### src/isfc_pkg.sv
// constants and types shared by the identification and scratch register bank
package isfc_pkg;
   // register word addresses on the serial link (even byte of each pair)
   localparam logic [6:0] ADDR_GLOBAL_CMD = 7'h68;
   localparam logic [6:0] ADDR_MONTH_DAY = 7'h6e;
   localparam logic [6:0] ADDR_YEAR = 7'h70;
   localparam logic [6:0] ADDR_PRODUCT = 7'h72;
   localparam logic [6:0] ADDR_SERIAL = 7'h74;
   localparam logic [6:0] ADDR_SCRATCH_A = 7'h76;
   localparam logic [6:0] ADDR_SCRATCH_B = 7'h78;
   localparam logic [6:0] ADDR_SCRATCH_C = 7'h7a;
   localparam logic [6:0] ADDR_WRITES_LOW = 7'h7c;
   localparam logic [6:0] ADDR_WRITES_HIGH = 7'h7e;

   // frame layout: write flag, 7-bit address, 8-bit data
   localparam int FRAME_BITS = 16;
   localparam int WRITE_FLAG_BIT = 15;
   localparam int CMD_FLASH_UPDATE_BIT = 3;
   localparam int SCRATCH_WORDS = 3;

   // factory contents; product code value is arbitrary
   localparam logic [15:0] DEF_PRODUCT_CODE = 16'h5a3c;
   localparam logic [15:0] DEF_MONTH_DAY = 16'h0101;
   localparam logic [15:0] DEF_YEAR = 16'h2000;
   localparam logic [15:0] DEF_SERIAL = 16'h0001;
   localparam logic [15:0] SCRATCH_RESET = 16'h0000;
   localparam logic [31:0] WRITES_RESET = 32'h0000_0000;

   // flash update busy time
   localparam int CLK_HZ = 20_000_000;
   localparam int FLASH_UPDATE_US = 1000;
   localparam int FLASH_UPDATE_CYCLES = FLASH_UPDATE_US * (CLK_HZ / 1_000_000);

   typedef enum logic {ISFC_IDLE, ISFC_BUSY} isfc_state_t;
endpackage

### src/isfc_link_if.sv
// frame hand-off between the serial shifter and the register bank
`timescale 1ns/10ps
interface isfc_link_if;
   logic frame_valid;
   logic [15:0] frame_word;
   logic [15:0] tx_word;
   modport link (output frame_valid, output frame_word, input tx_word);
   modport bank (input frame_valid, input frame_word, output tx_word);
endinterface

### src/isfc_spi_frame.sv
// serial shifter: 16-bit frames in, response word out, clock idles high
`timescale 1ns/10ps
module isfc_spi_frame
   import isfc_pkg::*;
(
   input wire logic clk,
   input wire logic rst,
   input wire logic sclk,
   input wire logic cs_n,
   input wire logic din,
   output logic dout,
   isfc_link_if.link lk
);
   logic sclk_q, next_sclk_q;
   logic cs_q, next_cs_q;
   logic [15:0] rx, next_rx;
   logic [15:0] tx, next_tx;
   logic [4:0] count, next_count;
   logic next_dout;
   logic valid, next_valid;
   logic [15:0] word, next_word;
   logic rise, fall, start;

   // pin edge detection, pins already synchronous
   assign rise = sclk & ~sclk_q & ~cs_n;
   assign fall = ~sclk & sclk_q & ~cs_n;
   assign start = ~cs_n & cs_q;

   // shift in on rising edge, shift out on falling edge
   always_comb begin
      next_sclk_q = sclk;
      next_cs_q = cs_n;
      next_rx = rx;
      next_tx = tx;
      next_count = count;
      next_dout = dout;
      next_valid = 1'b0;
      next_word = word;
      if (cs_n) begin
         next_count = 5'h00;
      end
      if (start) begin
         next_tx = lk.tx_word;
         next_dout = lk.tx_word[15];
      end else if (fall) begin
         // each fall puts out the current msb, so the first fall drives bit 15
         next_tx = {tx[14:0], 1'b0};
         next_dout = tx[15];
      end
      if (rise) begin
         next_rx = {rx[14:0], din};
         if (count == 5'(FRAME_BITS - 1)) begin
            next_valid = 1'b1;
            next_word = {rx[14:0], din};
            next_count = 5'h00;
         end else begin
            next_count = count + 5'h01;
         end
      end
   end

   // shifter state registers
   always_ff @(posedge clk or posedge rst) begin
      if (rst) begin
         sclk_q <= 1'b1;
         cs_q <= 1'b1;
         rx <= 16'h0000;
         tx <= 16'h0000;
         count <= 5'h00;
         dout <= 1'b0;
         valid <= 1'b0;
         word <= 16'h0000;
      end else begin
         sclk_q <= next_sclk_q;
         cs_q <= next_cs_q;
         rx <= next_rx;
         tx <= next_tx;
         count <= next_count;
         dout <= next_dout;
         valid <= next_valid;
         word <= next_word;
      end
   end

   assign lk.frame_valid = valid;
   assign lk.frame_word = word;
endmodule

### src/isfc_regs.sv
// identification, scratch and flash write counter register bank
`timescale 1ns/10ps

module isfc_regs
   import isfc_pkg::*;
#(
   parameter int UPDATE_CYCLES = FLASH_UPDATE_CYCLES,
   parameter logic [15:0] PRODUCT_CODE = DEF_PRODUCT_CODE,
   parameter logic [15:0] MONTH_DAY = DEF_MONTH_DAY,
   parameter logic [15:0] YEAR = DEF_YEAR,
   parameter logic [15:0] SERIAL = DEF_SERIAL
)
(
   input wire logic clk,
   input wire logic rst,
   input wire logic sclk,
   input wire logic cs_n,
   input wire logic din,
   output logic dout,
   output logic cmd_busy
);
   isfc_link_if lk ();

   logic [15:0] scratch [SCRATCH_WORDS];
   logic [15:0] next_scratch [SCRATCH_WORDS];
   logic [15:0] image [SCRATCH_WORDS];
   logic [15:0] next_image [SCRATCH_WORDS];
   logic [31:0] writes, next_writes;
   isfc_state_t state, next_state;
   logic [19:0] cnt, next_cnt;
   logic [15:0] tx, next_tx;
   logic next_busy;
   logic take, is_write;
   logic [6:0] addr;
   logic [7:0] data;
   logic [1:0] slot;

   // serial frame shifter
   isfc_spi_frame u_frame (
      .clk(clk),
      .rst(rst),
      .sclk(sclk),
      .cs_n(cs_n),
      .din(din),
      .dout(dout),
      .lk(lk)
   );

   // scratch slot of an address, 3 when not a scratch word
   function automatic logic [1:0] scratch_slot(input logic [6:0] a);
      logic [6:0] even;
      even = {a[6:1], 1'b0};
      if (even == ADDR_SCRATCH_A) begin
         scratch_slot = 2'h0;
      end else if (even == ADDR_SCRATCH_B) begin
         scratch_slot = 2'h1;
      end else if (even == ADDR_SCRATCH_C) begin
         scratch_slot = 2'h2;
      end else begin
         scratch_slot = 2'h3;
      end
   endfunction

   // read data of an address; unmapped words read as zero
   function automatic logic [15:0] read_word(input logic [6:0] a);
      logic [6:0] even;
      even = {a[6:1], 1'b0};
      if (even == ADDR_MONTH_DAY) begin
         read_word = MONTH_DAY;
      end else if (even == ADDR_YEAR) begin
         read_word = YEAR;
      end else if (even == ADDR_PRODUCT) begin
         read_word = PRODUCT_CODE;
      end else if (even == ADDR_SERIAL) begin
         read_word = SERIAL;
      end else if (even == ADDR_SCRATCH_A) begin
         read_word = scratch[0];
      end else if (even == ADDR_SCRATCH_B) begin
         read_word = scratch[1];
      end else if (even == ADDR_SCRATCH_C) begin
         read_word = scratch[2];
      end else if (even == ADDR_WRITES_LOW) begin
         read_word = writes[15:0];
      end else if (even == ADDR_WRITES_HIGH) begin
         read_word = writes[31:16];
      end else begin
         read_word = 16'h0000;
      end
   endfunction

   // frame fields; frames count only while idle
   assign take = lk.frame_valid && (state == ISFC_IDLE);
   assign is_write = lk.frame_word[WRITE_FLAG_BIT];
   assign addr = lk.frame_word[14:8];
   assign data = lk.frame_word[7:0];
   assign slot = scratch_slot(addr);

   // register writes, reads, flash update sequencing
   always_comb begin
      next_scratch = scratch;
      next_image = image;
      next_writes = writes;
      next_state = state;
      next_cnt = cnt;
      next_tx = tx;
      case (state)
         ISFC_IDLE: begin
            if (take && is_write) begin
               if (slot != 2'h3) begin
                  if (addr[0]) begin
                     next_scratch[slot][15:8] = data;
                  end else begin
                     next_scratch[slot][7:0] = data;
                  end
               end else if (addr == ADDR_GLOBAL_CMD && data[CMD_FLASH_UPDATE_BIT]) begin
                  next_image = scratch;
                  next_writes = writes + 32'h0000_0001;
                  next_state = ISFC_BUSY;
                  next_cnt = 20'(UPDATE_CYCLES - 1);
                  next_tx = 16'h0000;
               end
               // other addresses hold read-only words: nothing changes
            end else if (take) begin
               next_tx = read_word(addr);
            end
         end
         ISFC_BUSY: begin
            if (cnt == 20'h00000) begin
               next_state = ISFC_IDLE;
            end else begin
               next_cnt = cnt - 20'h00001;
            end
         end
         default: begin
            next_state = ISFC_IDLE;
         end
      endcase
      next_busy = (next_state == ISFC_BUSY);
   end

   // bank state registers
   always_ff @(posedge clk or posedge rst) begin
      if (rst) begin
         for (int i = 0; i < SCRATCH_WORDS; i++) begin
            scratch[i] <= SCRATCH_RESET;
            image[i] <= SCRATCH_RESET;
         end
         writes <= WRITES_RESET;
         state <= ISFC_IDLE;
         cnt <= 20'h00000;
         tx <= 16'h0000;
         cmd_busy <= 1'b0;
      end else begin
         scratch <= next_scratch;
         image <= next_image;
         writes <= next_writes;
         state <= next_state;
         cnt <= next_cnt;
         tx <= next_tx;
         cmd_busy <= next_busy;
      end
   end

   assign lk.tx_word = tx;

   logic rd_take;
   assign rd_take = take && !is_write;

   // cycles spent in the current flash update, for the busy length checks
   logic [19:0] busy_len, next_busy_len;

   // elapsed busy count, cleared whenever the bank is idle
   always_comb begin
      next_busy_len = 20'h00000;
      if (state == ISFC_BUSY) begin
         next_busy_len = busy_len + 20'h00001;
      end
   end

   // elapsed busy count register
   always_ff @(posedge clk or posedge rst) begin
      if (rst) begin
         busy_len <= 20'h00000;
      end else begin
         busy_len <= next_busy_len;
      end
   end
endmodule

### config.mk
export PLATFORM = sky130hd
export DESIGN_NAME = isfc_regs
export DESIGN_NICKNAME = d
export VERILOG_FILES = /design/src/isfc_pkg.sv /design/src/isfc_link_if.sv /design/src/isfc_spi_frame.sv /design/src/isfc_regs.sv
export SDC_FILE = /design/constraint.sdc
export NUM_CORES = 1
export LEC_CHECK = 0
export BUFFER_PORTS_ARGS = -buffer_cell sky130_fd_sc_hd__buf_2
export CORE_MARGIN = 10
export CORE_UTILIZATION = 35
export CTS_CLUSTER_DIAMETER = 40
export CTS_CLUSTER_SIZE = 12
export DETAILED_ROUTE_END_ITERATION = 12
export GPL_ROUTABILITY_DRIVEN = 0
export PLACE_DENSITY = 0.52
export SYNTH_ARGS = -nofsm -noshare
export SYNTH_HDL_FRONTEND = slang
export SYNTH_SLANG_ARGS = --single-unit
export TNS_END_PERCENT = 20
### constraint.sdc
create_clock -name clk -period 6.1 [get_ports clk]
set_input_delay 1.22 -clock clk [delete_from_list [all_inputs] [get_ports clk]]
set_output_delay 1.22 -clock clk [all_outputs]
set_load 0.03 [all_outputs]
==> results.json <==
{
  "synth_seq_area_share": 0.551,
  "min_period_ps": 2750,
  "arrival_ps": 3100,
  "wl_per_cell_um": 17.7,
  "hold_class": "flop to flop",
  "dieArea_um2": 28900,
  "synth_edf_count": 0,
  "drv_slew": 0,
  "r2r_start": "cnt[16]",
  "seqPwrFrac": 0.512,
  "cts.clk_slew.worst_paths_ps": 70,
  "post-route-period-util": 0.450,
  "ant_nets": 0,
  "cts_buffer_depth": 2,
  "multi_input_area_um2": 3390,
  "swShare": 0.216,
  "synth_cell_type_count": 58,
  "rsz0062_at_grt": "no",
  "yosys_warnings": 0,
  "cts_tree": "yes",
  "hold_end": "lk.tx_word[8]",
  "status": "finished, final reports clean",
  "grt_remaining_overflow": 0,
  "wl_um": 16700,
  "grt_pass1_wl_um": 27800,
  "clkPwrFrac": 0.460,
  "antenna_cells": 0,
  "cts_hold_buf": 0,
  "p_per_area_nw_per_um2": 267,
  "coreArea_um2": 22000,
  "syn_avg_cell_area_um2": 12.1,
  "worstReg2RegEnd": "cnt[13]",
  "intPower_mw": 1.84,
  "max_freq_mhz": 364,
  "r2r_cells": 6,
  "combPwrFrac": 0.028,
  "ys.flop_type": "dfrtp_1",
  "finalNetCount": 661,
  "yosys.area.top_type_share": 0.544,
  "hold_path_startpoint": "lk.tx_word[8]",
  "worst_setup_path_end_kind": "flop",
  "whs_ps": 489,
  "cap_violations": 0,
  "die_y_um": 170,
  "synth_most_common_cell": "dfrtp_1",
  "cts.repair.resized": 0,
  "dr_total_vias": 4964,
  "tns_ps": 0,
  "ctsRootBufferMaster": "clkbuf_16",
  "hold_violations": 0,
  "cp_max_fo": 11,
  "power.leakage_nw": 3.95,
  "cp-start-kind": "flop",
  "post_cts_buffers": 0,
  "cts_num_sinks": 173,
  "synth_seq_cells": 173,
  "antenna_found_initial": 0,
  "htree_levels": 4,
  "grt_pass1_vias": 5143,
  "fin_skew_ps": 8.74,
  "ir_worst_vdd_mv": 0.155,
  "yosys-top-cells-area": "dfrtp_1 54%, mux2_2 11%, xnor2_1 4.5%",
  "setup_viol": 0,
  "regArea_um2": 4330,
  "p_sw_mw": 0.507,
  "dp_hpwl_um": 11700,
  "cts_buffers": 17,
  "initial_core_util": 0.358,
  "hold_depth": 2,
  "synth_area_um2": 7870,
  "nFillCells": 2091,
  "area_delta_synth_final_pct": 11.5,
  "port_buffers": 6,
  "ios": 7,
  "r2r_slack_ps": 3350,
  "drive_gt1_frac": 0.236,
  "die_x_um": 170,
  "crit_type": "flop to flop",
  "maxSlewHeadroom": 0.188,
  "drc": 0,
  "drt-initial-drc-count": 344,
  "clock_latency_ps": 430,
  "worstMarginPinSlew_ps": 1210,
  "synth_top_area_cell": "dfrtp_1",
  "synth_nets": 658,
  "synthCells": 650,
  "grt_max_degree": 86,
  "std_cell_rows": 54,
  "crit_required_ps": 6450,
  "grt_use_total": 0.121,
  "viasPerCell": 5.25,
  "drt_first_pass_iters": 5,
  "synthTopCellsByCount": "171 x dfrtp_1, 79 x mux2_2, 69 x nand2_1, 40 x xnor2_1, 35 x o21ai_0",
  "async_reset_ff_frac": 1.00
}
-- kinds of logic after synthesis --
group	share of synthesized area
simple gates	0.122
flops	0.551
mux	0.175
compound gates	0.0784
xor+xnor	0.0501
buf+inv	0.0194
fa+ha+maj	0.00477
-- worst max path at each step --
stage	from	end	slack, ps	depth (start not counted)
4_1_cts	cnt[17]	cnt[13]	3320	6
6_report	cnt[16]	cnt[13]	3350	6
2_1_floorplan	rst	cnt[0]	190	1
5_1_grt	u_frame.lk.frame_word[10]	cnt[13]	3100	8
3_3_place_gp	sclk	u_frame.count[3]	3100	5
3_5_place_dp	sclk	u_frame.count[0]	3000	5
-- power by group through the flow --
stage               combinational [mW]  sequential, mW  clock, mW
floorplan                       0.0533            1.21          0
global placement                0.0643            1.22          0
detailed placement              0.0682            1.22          0
CTS                             0.0682            1.20       1.10
global route                    0.0758            1.20       1.14
finish                          0.0653            1.20       1.08
-- sequential cells by signal, indices dropped and copies added, names as in the netlist, 5 cells and up --
register               cells
u_frame.count              5
cnt                       20
u_frame.lk.frame_word     16
u_frame.tx                16
lk.tx_word                16
scratch                   48
writes                    32
u_frame.rx                15
-- layer usage --
metal / track usage / wire length [um] / vias to the layer above / share of wire
met5: 0 / 0 / - / 0
met4: 0.0404 / 188 / 0 / 0.011
met3: 0.0273 / 454 / 13 / 0.027
met2: 0.198 / 8230 / 39 / 0.49
met1: 0.155 / 7850 / 2571 / 0.47
li1: - / - / 2341 / -
-- area by class of cell --
| cell class | instances | share of cell area |
|---|---|---|
| inverters | 7 | 0.00357 |
| flip-flops and latches | 173 | 0.494 |
| clock buffers | 20 | 0.0532 |
| well taps | 280 | 0.0399 |
| repair buffers | 13 | 0.00941 |
| multi-input cells | 441 | 0.387 |
| clock inverters | 11 | 0.0131 |
-- stage by stage --
stage | util | cell area (um2) | power [mW] | worst slack [ps] | cells
floorplan | - | 7870 | 1.27 | 195 | 650
global placement | 0.373 | 8190 | 1.29 | 3100 | 914
detailed placement | 0.373 | 8190 | 1.29 | 3000 | 914
CTS | 0.399 | 8770 | 2.37 | 3320 | 945
global route | 0.399 | 8770 | 2.42 | 3100 | 945
finish | 0.399 | 8770 | 2.34 | 3350 | 945
-- cells in the final DEF, fill, tap and decap left out, drive strengths merged, types with 4 or more instances in the layout --
cell      n
o31ai     4
a211oi    4
mux2     79
mux2i    19
xor2      5
or4       6
nor2     33
o21ai    36
inv       9
clkbuf   20
a22oi    15
and3      7
buf      13
nand4    11
dfrtp   171
nand3    23
xnor2    40
o211ai    9
clkinv    6
nand2b    5
or2       4
nor3      9
nand2    69
mux4     13
a21oi    13
-- worst max-delay path: stages, from the launching register on --
cell,delay [ps]
dfrtp_1,400
or4_1,570
or2_1,300
a21oi_1,830
a21bo_2,330
o21ai_0,110
a21oi_1,140
(Power assumes the default switching activity.)
